**src/core/mbh_pkg.sv**
```systemverilog
// package for the memory bus hold handshake block
// Operation
// - finish pending accesses before acknowledging release
// - inhibit bit set withholds release indefinitely
// - float select 0 keeps clock toggling
// - float select 1 floats clock in hold
// - float bus at least two periods after request
// - acknowledge low within two periods after float
// - drive bus two to seven periods after release
// - acknowledge high within two periods after drive
// - clock float and redrive timed like bus
// - wide bus float set includes all listed pins
// - narrow bus float set includes all listed pins
// - pending request updated on output clock rise
// - shared strobes act as sdram strobes
// - periods counted on selected interface clock
package mbh_pkg;
    // interface clock source selection
    typedef enum logic [1:0] {
        MBH_SRC_PIN  = 2'h0,
        MBH_SRC_DIV4 = 2'h1,
        MBH_SRC_DIV6 = 2'h2
    } mbh_src_t;

    // hold sequence states, gray along the usual path except redrive back to drive
    typedef enum logic [2:0] {
        MBH_DRIVE   = 3'h0,
        MBH_DRAIN   = 3'h1,
        MBH_FLOAT   = 3'h3,
        MBH_HOLD    = 3'h2,
        MBH_REDRIVE = 3'h6
    } mbh_state_t;

    // configuration from the global control register
    typedef struct packed {
        logic     releaseInhibit;
        logic     clockOutFloatSelect;
        logic     wideBus;
        mbh_src_t clkSource;
    } mbh_cfg_t;

    // handshake status toward the pins
    typedef struct packed {
        logic busFloat;
        logic clockFloat;
        logic busReleaseAck_n;
    } mbh_stat_t;

    localparam int unsigned MBH_DIV4       = 4;
    localparam int unsigned MBH_DIV6       = 6;
    localparam logic [2:0]  MBH_FLOAT_WAIT = 3'h2;
    localparam logic [2:0]  MBH_ACK_WAIT   = 3'h1;
    localparam logic [2:0]  MBH_DRIVE_WAIT = 3'h2;
    localparam logic [2:0]  MBH_DRIVE_MAX  = 3'h7;
    localparam logic [3:0]  MBH_DIV_RESET  = 4'h0;
    localparam int unsigned MBH_WIDE_PINS  = 4 + 8 + 64 + 20 + 3 + 3;
    localparam int unsigned MBH_NARROW_PINS = 4 + 2 + 16 + 20 + 3 + 2;
endpackage : mbh_pkg

```
**src/core/mbh_tick_gen.sv**
```systemverilog
// interface clock tick generator: pin edge or divided core clock
module mbh_tick_gen
    import mbh_pkg::*;
(
    input  wire logic     clk,
    input  wire logic     arst_n,
    input  wire mbh_src_t clkSource,
    input  wire logic     memoryClockIn,
    output logic          tick
);
    logic       pinMeta;
    logic       pinSync;
    logic       pinLast;
    logic [3:0] divCount;
    logic [3:0] divLast;
    wire        pinRise = pinSync & ~pinLast;
    wire        divWrap;

    // pin clock passes two flops before the edge detector
    always_ff @(posedge clk or negedge arst_n)
    begin
        if (!arst_n)
        begin
            pinMeta <= 1'b0;
            pinSync <= 1'b0;
            pinLast <= 1'b0;
        end
        else
        begin
            pinMeta <= memoryClockIn;
            pinSync <= pinMeta;
            pinLast <= pinSync;
        end
    end

    assign divLast = (clkSource == MBH_SRC_DIV6) ? 4'(MBH_DIV6 - 1)
                                                 : 4'(MBH_DIV4 - 1);
    assign divWrap = (divCount >= divLast);

    // core clock divider for the div4 and div6 sources
    always_ff @(posedge clk or negedge arst_n)
    begin
        if (!arst_n)
            divCount <= MBH_DIV_RESET;
        else
            divCount <= divWrap ? MBH_DIV_RESET : divCount + 4'h1;
    end

    assign tick = (clkSource == MBH_SRC_PIN) ? pinRise : divWrap;
endmodule : mbh_tick_gen

```
**src/core/mbh_hold_ctrl.sv**
```systemverilog
// hold handshake controller of the external memory interface
module mbh_hold_ctrl
    import mbh_pkg::*;
(
    input  wire logic     clk,
    input  wire logic     arst_n,
    input  wire mbh_cfg_t cfg,
    input  wire logic     memoryClockIn,
    input  wire logic     busReleaseReq_n,
    input  wire logic     accessPending,
    input  wire logic     accessActive,
    input  wire logic     sdramAccess,
    input  wire logic     readStrobe,
    input  wire logic     writeStrobe,
    input  wire logic     outputStrobe,
    output logic          columnStrobe,
    output logic          sdramWriteEnable,
    output logic          rowStrobe,
    output logic          memoryClockOut,
    output logic          memoryClockOutEn,
    output logic          busDriveEn,
    output logic [MBH_WIDE_PINS-1:0] pinDriveEn,
    output logic          busReleaseAck_n,
    output logic          pendingAccessRequest,
    output mbh_stat_t     status
);
    logic       tick;
    logic       reqMeta;
    logic       reqSync;
    logic [2:0] count;
    logic       clkOut;
    logic       ackReg;
    logic       floatReg;
    logic       clkFloatReg;
    logic       pendReg;
    logic [2:0] next_count;
    mbh_state_t state;
    mbh_state_t next_state;

    mbh_tick_gen u_tick (
        .clk           (clk),
        .arst_n        (arst_n),
        .clkSource     (cfg.clkSource),
        .memoryClockIn (memoryClockIn),
        .tick          (tick)
    );

    always_ff @(posedge clk or negedge arst_n)
    begin
        if (!arst_n)
        begin
            reqMeta <= 1'b1;
            reqSync <= 1'b1;
        end
        else
        begin
            reqMeta <= busReleaseReq_n;
            reqSync <= reqMeta;
        end
    end

    wire holdWanted = ~reqSync & ~cfg.releaseInhibit;
    wire drained    = ~accessPending & ~accessActive;
    wire cntDone    = (count == 3'h0);

    // next state; steps only on interface ticks
    always_comb
    begin
        next_state = state;
        next_count = count;
        if (tick)
        begin
            if (!cntDone)
                next_count = count - 3'h1;
            case (state)
                MBH_DRIVE:
                begin
                    if (holdWanted)
                    begin
                        next_state = MBH_DRAIN;
                        next_count = MBH_FLOAT_WAIT - 3'h1;
                    end
                end
                MBH_DRAIN:
                begin
                    // drain then float after two periods
                    // inhibit or withdrawal both abort the release
                    if (!holdWanted)
                        next_state = MBH_DRIVE;
                    else if (drained && cntDone)
                    begin
                        next_state = MBH_FLOAT;
                        next_count = MBH_ACK_WAIT;
                    end
                end
                MBH_FLOAT:
                begin
                    if (cntDone || count == 3'h1)
                        next_state = MBH_HOLD;
                end
                MBH_HOLD:
                begin
                    if (reqSync)
                    begin
                        next_state = MBH_REDRIVE;
                        next_count = MBH_DRIVE_WAIT - 3'h1;
                    end
                end
                MBH_REDRIVE:
                begin
                    // ack removed a period after drive
                    if (cntDone)
                        next_state = MBH_DRIVE;
                end
                default:
                    next_state = MBH_DRIVE;
            endcase
        end
    end

    always_ff @(posedge clk or negedge arst_n)
    begin
        if (!arst_n)
        begin
            state <= MBH_DRIVE;
            count <= 3'h0;
        end
        else
        begin
            state <= next_state;
            count <= next_count;
        end
    end

    // registered pin controls; ack trails float by one tick
    // bus stays floated through redrive so it never glitches back
    always_ff @(posedge clk or negedge arst_n)
    begin
        if (!arst_n)
        begin
            floatReg    <= 1'b0;
            ackReg      <= 1'b1;
            clkFloatReg <= 1'b0;
        end
        else if (tick)
        begin
            floatReg    <= (next_state == MBH_FLOAT) ||
                           (next_state == MBH_HOLD) ||
                           (next_state == MBH_REDRIVE);
            // ack held low one more tick after the bus is driven again
            ackReg      <= ~((next_state == MBH_HOLD) ||
                             (next_state == MBH_REDRIVE) ||
                             (state == MBH_REDRIVE));
            clkFloatReg <= cfg.clockOutFloatSelect &&
                           ((next_state == MBH_FLOAT) ||
                            (next_state == MBH_HOLD) ||
                            (next_state == MBH_REDRIVE));
        end
    end

    // output memory clock toggles every tick
    always_ff @(posedge clk or negedge arst_n)
    begin
        if (!arst_n)
            clkOut <= 1'b0;
        else if (tick)
            clkOut <= ~clkOut;
    end

    // pending request sampled on output clock rise
    always_ff @(posedge clk or negedge arst_n)
    begin
        if (!arst_n)
            pendReg <= 1'b0;
        else if (tick && !clkOut)
            pendReg <= accessPending | accessActive;
    end

    // float set sized by bus width
    genvar gi;
    generate
        for (gi = 0; gi < MBH_WIDE_PINS; gi++)
        begin : g_pin
            if (gi < MBH_NARROW_PINS)
                assign pinDriveEn[gi] = ~floatReg;
            else
                assign pinDriveEn[gi] = ~floatReg & cfg.wideBus;
        end
    endgenerate

    assign columnStrobe     = sdramAccess ? readStrobe   : 1'b1;
    assign sdramWriteEnable = sdramAccess ? writeStrobe  : 1'b1;
    assign rowStrobe        = sdramAccess ? outputStrobe : 1'b1;

    assign busDriveEn           = ~floatReg;
    assign busReleaseAck_n      = ackReg;
    assign memoryClockOut       = clkOut;
    assign memoryClockOutEn     = ~clkFloatReg;
    assign pendingAccessRequest = pendReg;
    assign status = '{busFloat: floatReg, clockFloat: clkFloatReg,
                      busReleaseAck_n: ackReg};

    ack_float_a: assert property (@(posedge clk) disable iff (!arst_n)
        $fell(ackReg) |-> floatReg && $past(floatReg))
        else $error("ack low while bus driven");
    // no float under inhibit from drive
    inhibit_hold_a: assert property (@(posedge clk) disable iff (!arst_n)
        (state == MBH_DRIVE && cfg.releaseInhibit) |=>
        state == MBH_DRIVE) else $error("released while inhibited");
    drain_first_a: assert property (@(posedge clk) disable iff (!arst_n)
        (state == MBH_DRAIN && next_state == MBH_FLOAT) |-> drained)
        else $error("floated with access pending");
    // clock keeps driving when not selected
    clk_keep_a: assert property (@(posedge clk) disable iff (!arst_n)
        !cfg.clockOutFloatSelect && $stable(cfg.clockOutFloatSelect)
        |-> ##1 memoryClockOutEn) else $error("clock floated");
    ack_rise_a: assert property (@(posedge clk) disable iff (!arst_n)
        $rose(ackReg) |-> !floatReg && !$past(floatReg))
        else $error("ack high while floated");
    float_late_a: assert property (@(posedge clk) disable iff (!arst_n)
        $rose(floatReg) |-> $past(state) != MBH_DRIVE)
        else $error("float too early");
    req_sync_a: assert property (@(posedge clk) disable iff (!arst_n)
        reqSync == $past(busReleaseReq_n, 2)) else $error("sync depth");
    // pending changes only on clock rise
    pend_edge_a: assert property (@(posedge clk) disable iff (!arst_n)
        $changed(pendReg) |-> $rose(clkOut)) else $error("pending off edge");

    hold_seen_c: cover property (@(posedge clk) disable iff (!arst_n)
        $fell(ackReg));
    release_seen_c: cover property (@(posedge clk) disable iff (!arst_n)
        $rose(ackReg));
    clk_float_c: cover property (@(posedge clk) disable iff (!arst_n)
        $fell(memoryClockOutEn));
endmodule : mbh_hold_ctrl

```
**config.mk**
```make
export PLATFORM = sky130hd
export DESIGN_NAME = mbh_hold_ctrl
export DESIGN_NICKNAME = d
export VERILOG_FILES = /design/src/core/mbh_pkg.sv /design/src/core/mbh_tick_gen.sv /design/src/core/mbh_hold_ctrl.sv
export SDC_FILE = /design/constraint.sdc
export NUM_CORES = 1
export LEC_CHECK = 0
export BUFFER_PORTS_ARGS = -buffer_cell sky130_fd_sc_hd__buf_2
export CORE_MARGIN = 2
export CORE_UTILIZATION = 43
export CTS_BUF_LIST = sky130_fd_sc_hd__clkbuf_4 sky130_fd_sc_hd__clkbuf_8
export DETAILED_ROUTE_END_ITERATION = 16
export PLACE_DENSITY = 0.83
export SYNTH_ARGS = -nofsm -noshare
export SYNTH_HDL_FRONTEND = slang
export SYNTH_SLANG_ARGS = --single-unit
```
**constraint.sdc**
```tcl
create_clock -name clk -period 3.4 [get_ports clk]
set_input_delay 0.51 -clock clk [delete_from_list [all_inputs] [get_ports clk]]
set_output_delay 0.51 -clock clk [all_outputs]
set_load 0.1 [all_outputs]
```
== After elaboration in Yosys (flattened, before gate mapping) ==
Cells that the tools add are included.
W data, S select, Z words.
Word-level totals
  output and inout port bits: 113
  register bits after elaboration: 20
  word-level logic and storage cells: 71
  bits of input ports: 15
Cells by class
  reduce and logical (&&, ||, !) cells: 12
  bitwise operators: 14
  add/subtract/negate cells: 2
  multiplexer cells: 20
  magnitude comparators: 1
  equal/unequal tests: 9
Operator list (count)
  $mux W3: 13
  $pmux W3 S5: 1
  $eq A3 B2 Y1 const B: 4
  $not A1 Y1: 9
  $pmux W3 S3: 1
  $eq A3 B1 Y1 const B: 2
  $eq A3 B3 Y1 const B: 2
  $logic_not A3 Y1: 2
  $logic_or A1 B1 Y1: 5
  $add A4 B1 Y4 const B: 1
  $and A1 B1 Y1: 4
  $ge A4 B4 Y1: 1
  $mux W1: 4
  $mux W4: 1
  $logic_and A1 B1 Y1: 3
  $sub A3 B1 Y3 const B: 1
  $eq A2 B2 Y1 const B: 1
  $logic_not A2 Y1: 1
  $logic_not A1 Y1: 1
  $or A1 B1 Y1: 1

== Longest topological paths before layout ==
  depth after elaboration: 11
  gate-level depth with buffers: 8
  mapped depth without buffers: 7

== Modules after synthesis ==
Synthesis repeated with hierarchy kept, for this count alone.
Second synthesis, totals
  cell total of the unflattened synthesis: 199
  area, all modules: 1813.0 µm²
By module, submodules not included
  mbh_hold_ctrl: sequential area each 329.1 µm², area an instance 1493.9 µm², times used 1, cells each 173
  mbh_tick_gen: sequential area each 175.2 µm², area an instance 319.1 µm², times used 1, cells each 26

== Worst setup path after synthesis ==
No wires, ideal clock.
  path kind: input-to-output
  from: input port cfg[2] (netlist bit)
  to: output port pinDriveEn[100]
  path buffers: 1
  stages: 2
  data required time: 2890 ps
  data arrival time: 4223 ps
  setup slack: -1333 ps
  cell sequence: nor2b_1 -> buf_4
On the way
  longest elaborated chain between the ends: 1
Ends and longest elaborated chain
  from (decl): line mbh_hold_ctrl.sv:7  | input wire mbh_cfg_t cfg,
  $and A1 B1 Y1: line mbh_hold_ctrl.sv:187  | assign pinDriveEn[gi] = ~floatReg & cfg.wideBus;
  to (decl): line mbh_hold_ctrl.sv:22  | output logic [MBH_WIDE_PINS-1:0] pinDriveEn,
Every way passes these cells.

== Worst setup path after layout ==
  from: register floatReg
  to: output port pinDriveEn[7]
On the way
  longest elaborated chain between the ends: 1
Ends and longest elaborated chain
  from (decl): line mbh_hold_ctrl.sv:33  | logic floatReg;
  from (signal assigned): line mbh_hold_ctrl.sv:147  | floatReg <= (next_state == MBH_FLOAT) ||
  $not A1 Y1: line mbh_hold_ctrl.sv:185  | assign pinDriveEn[gi] = ~floatReg;
Every way passes these cells.

==> results.md <==
- After global routing the overflow that remains totals 0.
- The number of global-route vias before repair came to 1,000.
- Global routing consumed, on the met2 layer, 20.1% of the routing resources.
- Entering global routing, the biggest net connects 56 pins.
- The dominant register cell in the synthesized netlist is sky130_fd_sc_hd__dfrtp_1.
- The final routed wirelength across all metal layers is 2.99 mm.
- The flow ran to the end, and the final reports show no timing, DRC or antenna violations.
- The endpoint of the most critical register-to-register path is count[1].
- TritonCTS built the clock tree.
- The final-report setup violation count is 0.
- The clock-pin slew of the registers on the worst-case setup and hold paths is 70 ps.
- The cell with the biggest individual delay on the critical path is sky130_fd_sc_hd__inv_1.
- Once the clock tree was built, the setup fixing pass inserted 0 buffers.
- The number of antenna violations at the first check in global routing is 0.
- In the routed layout, each cell is associated on average with a via count of 4.36.
- The number of enable flip-flop cells after synthesis is 0.
- No sink is reached through more buffers than the 2 on the longest clock path.
- Of the post-synthesis cell area, the dominant cell type holds 42.7%.
- The share of the Yosys chip area taken by registers is 27.6%.
- The number of buffer and inverter instances along the worst setup path is 2.
- Leaving out fill and tap cells, the most frequent cell in the layout is sky130_fd_sc_hd__buf_2.
- Across the whole layout, storage elements account for 504 um2.
- By area the synthesized netlist is led by sky130_fd_sc_hd__buf_4 (43%), sky130_fd_sc_hd__dfrtp_1 (23%), sky130_fd_sc_hd__dfstp_2 (4.3%), sky130_fd_sc_hd__ha_1 (4.1%), sky130_fd_sc_hd__o21ai_0 (1.6%).
- The number of buffers inserted by hold repair at cts is 0.
- Global routing used 15.4% of the available met1 tracks.
- In this run, the number of DRC markers left after iteration 0 of detailed routing was 25.
- The number of slew-limit violations in the final report is 0.
- The setup slack at placement is 962 ps.
- After detailed placement, the total cell area comes to 1740 um2.
- The first detailed-routing pass took 4 iterations.
- The critical path required time is 2890 ps.
- The routability congestion estimate is 0.789.
- In this run the remaining antenna-violating nets after routing total 0.
- The overall via count from detail_route is 1,211.
- Global routing consumed, on the met3 layer, 2.33% of the routing resources.
- The clock tree root buffer cell is sky130_fd_sc_hd__clkbuf_8.
- The area growth from synthesis to final layout is -2.19%.
- Detailed placement finished with a half-perimeter wire length of 2.45 mm.
- The hold violation count in the final report came to 0.
- The die area is 4790 um2.
- After synthesis, the share of flip-flops with an asynchronous set or reset is 100%.
- The number of instances resized during post-cts repair is 0.
- The repair_antennas step left the layout with diodes totalling 0.
- In the layout the commonest cells are sky130_fd_sc_hd__buf_2 (127), sky130_fd_sc_hd__dfrtp_1 (17), sky130_fd_sc_hd__inv_1 (8), sky130_fd_sc_hd__nor2_1 (8).
- Broken down by cell family, the worst path's largest delay share belongs to buffers and inverters.
- The most crowded layer after global routing is met2.
- With fillers left out, the area of the finished cells amounts to 1790 um2.
- For the pin with the worst max-slew slack, the measured transition is 855 ps.
- The headroom to the max-slew limit is 43.0%.
- The area of the mapped netlist is 1830 um2.
- The ratio of final minimum period to clock period is 70.2%.
- The final critical path time including I/O delays and setup is 2390 ps.
- In this run the horizontal extent of the chip is 69.2 um.
- The source-to-sink clock delay at the later pin of the worst-skew pair is 250 ps.
- The number of synthesis warnings is 0.
- The floorplan step defined a core boundary enclosing 4060 um2.
- The number of clock buffers added by TritonCTS is 3.
- The endpoint class of the critical path is a primary output.
- Of all nets on the critical path, the largest fanout is 48.
- The critical register-to-register path startpoint is count[0].
- Timing would allow up to 419 MHz.
- Setup repair after global routing left no endpoint under its margin.
- In the final layout, the share of cells above drive strength 1 is 62.3%.
- The start-to-end type of the worst setup path is flop to primary output.
- In this design, the stage delay of the slowest critical-path cell is 640 ps.
- In this run the count of I/O pins placed on the die edge is 128.
- Max-cap violations in this run came to 0.
- The largest total area in the synthesized netlist belongs to sky130_fd_sc_hd__buf_4.
- The starting density of the core is 45.1%.
- The per-cell routed wire length is 10.8 um.
- In the final layout, the multi-input gates occupy 500 um2.
- The number of different library cells in the post-synthesis netlist is 39.
- Port buffering added 127 buffers.
- Setup slack closes at 1010 ps.
- The first global-routing pass estimated 4.88 mm of wire.
- The total clock sinks is 20.
- The mean instance size in the synthesized netlist is 9.06 um2.
- Row generation in the floorplan step produced 23 rows.
- The class of the tightest hold or removal check is primary input to asynchronous set/reset pin.
- Setup slack on the worst reg-to-reg path comes out at 1260 ps.
- The worst reg2reg path depth is 6.
- In the global route stage, overall resource usage came out at 11.9%.
- The die boundary height is 69.2 um.
- The critical path goes through inv_1, buf_2.
- In this run, synthesis produced a sequential element count of 20.
- The net count of the mapped netlist is 223.
- The final clock skew is 1.18 ps.
- Setup total negative slack on the finished layout was measured at 0 ps.
- Synthesis produced 202 cells.
- STA puts the critical path data arrival time at 1880 ps.
- In the final design database the tool counted 250 nets.
- The count of H-tree levels built during CTS is 1.
- Fill cells in the final layout number 410.
- After detailed routing, the number of remaining DRC violations is 0.
- The kind of launch point of the worst setup path is a flop.
[area by class of cell]
| class | instances | share of cell area, % |
|---|---|---|
| inverters | 8 | 1.68 |
| multi-input cells | 68 | 28.0 |
| repair buffers | 128 | 35.9 |
| clock buffers | 4 | 2.73 |
| flip-flops and latches | 20 | 28.2 |
| well taps | 50 | 3.50 |
[kinds of logic (layout without fill, tap and decap cells)]
kind of cell               after synthesis  count (layout)  synth area share, %
xor gates and xnor gates                 2               2                0.958
and+or+nand+nor                         31              31                 10.9
adders and majority gates                6               6                 4.10
DFF                                     20              20                 27.6
buffers and inverters                  114             140                 45.2
AOI/OAI and AO/OA                       29              29                 11.3
[sequential cells by signal (all words and copies together), names as in the netlist]
register and cells:
busReleaseAck_n 1, clkFloatReg 1, count 3, floatReg 1
memoryClockOut 1, pendingAccessRequest 1, reqMeta 1, reqSync 1
state 3, u_tick.divCount 4, u_tick.pinLast 1, u_tick.pinMeta 1
u_tick.pinSync 1
[worst max path at each step]
stage	from	end	slack (ps)	depth (start not counted)
CTS	floatReg	pinDriveEn[7]	970	2
global placement	cfg[0]	count[1]	1020	7
finish	floatReg	pinDriveEn[7]	1010	2
global route	floatReg	pinDriveEn[36]	770	2
detailed placement	cfg[1]	count[1]	960	7
floorplan	cfg[2]	pinDriveEn[100]	30	2
[cell usage after synthesis (all sizes together) (2+ instances only)]
master and number:
nor2b 2, or4b 2, nor4b 2, inv 8, a22o 3, nor3 2, nand2 4, nor2 8
and2 2, ha 6, xnor2 2, nand2b 4, dfstp 3, o21ai 7, o31ai 3, o22ai 2
dfrtp 17, buf 106, a21oi 5
[stage by stage]
stage          instances  util, %  hold WS (ps)
2_1_floorplan        202        -           214
3_3_place_gp         274     42.9           335
3_5_place_dp         274     42.9           343
4_1_cts              278     44.1           202
5_1_grt              278     44.1           207
6_report             278     44.1           188
[layer usage]
| metal | vias to the layer above | wire length, um |
|---|---|---|
| li1 | 612 | - |
| met4 | 0 | 22 |
| met2 | 68 | 1450 |
| met5 | - | 0 |
| met1 | 527 | 1310 |
| met3 | 4 | 210 |
Power is not shown: default switching activity piles up to over one toggle a cycle in this logic, so the estimate is an artifact.
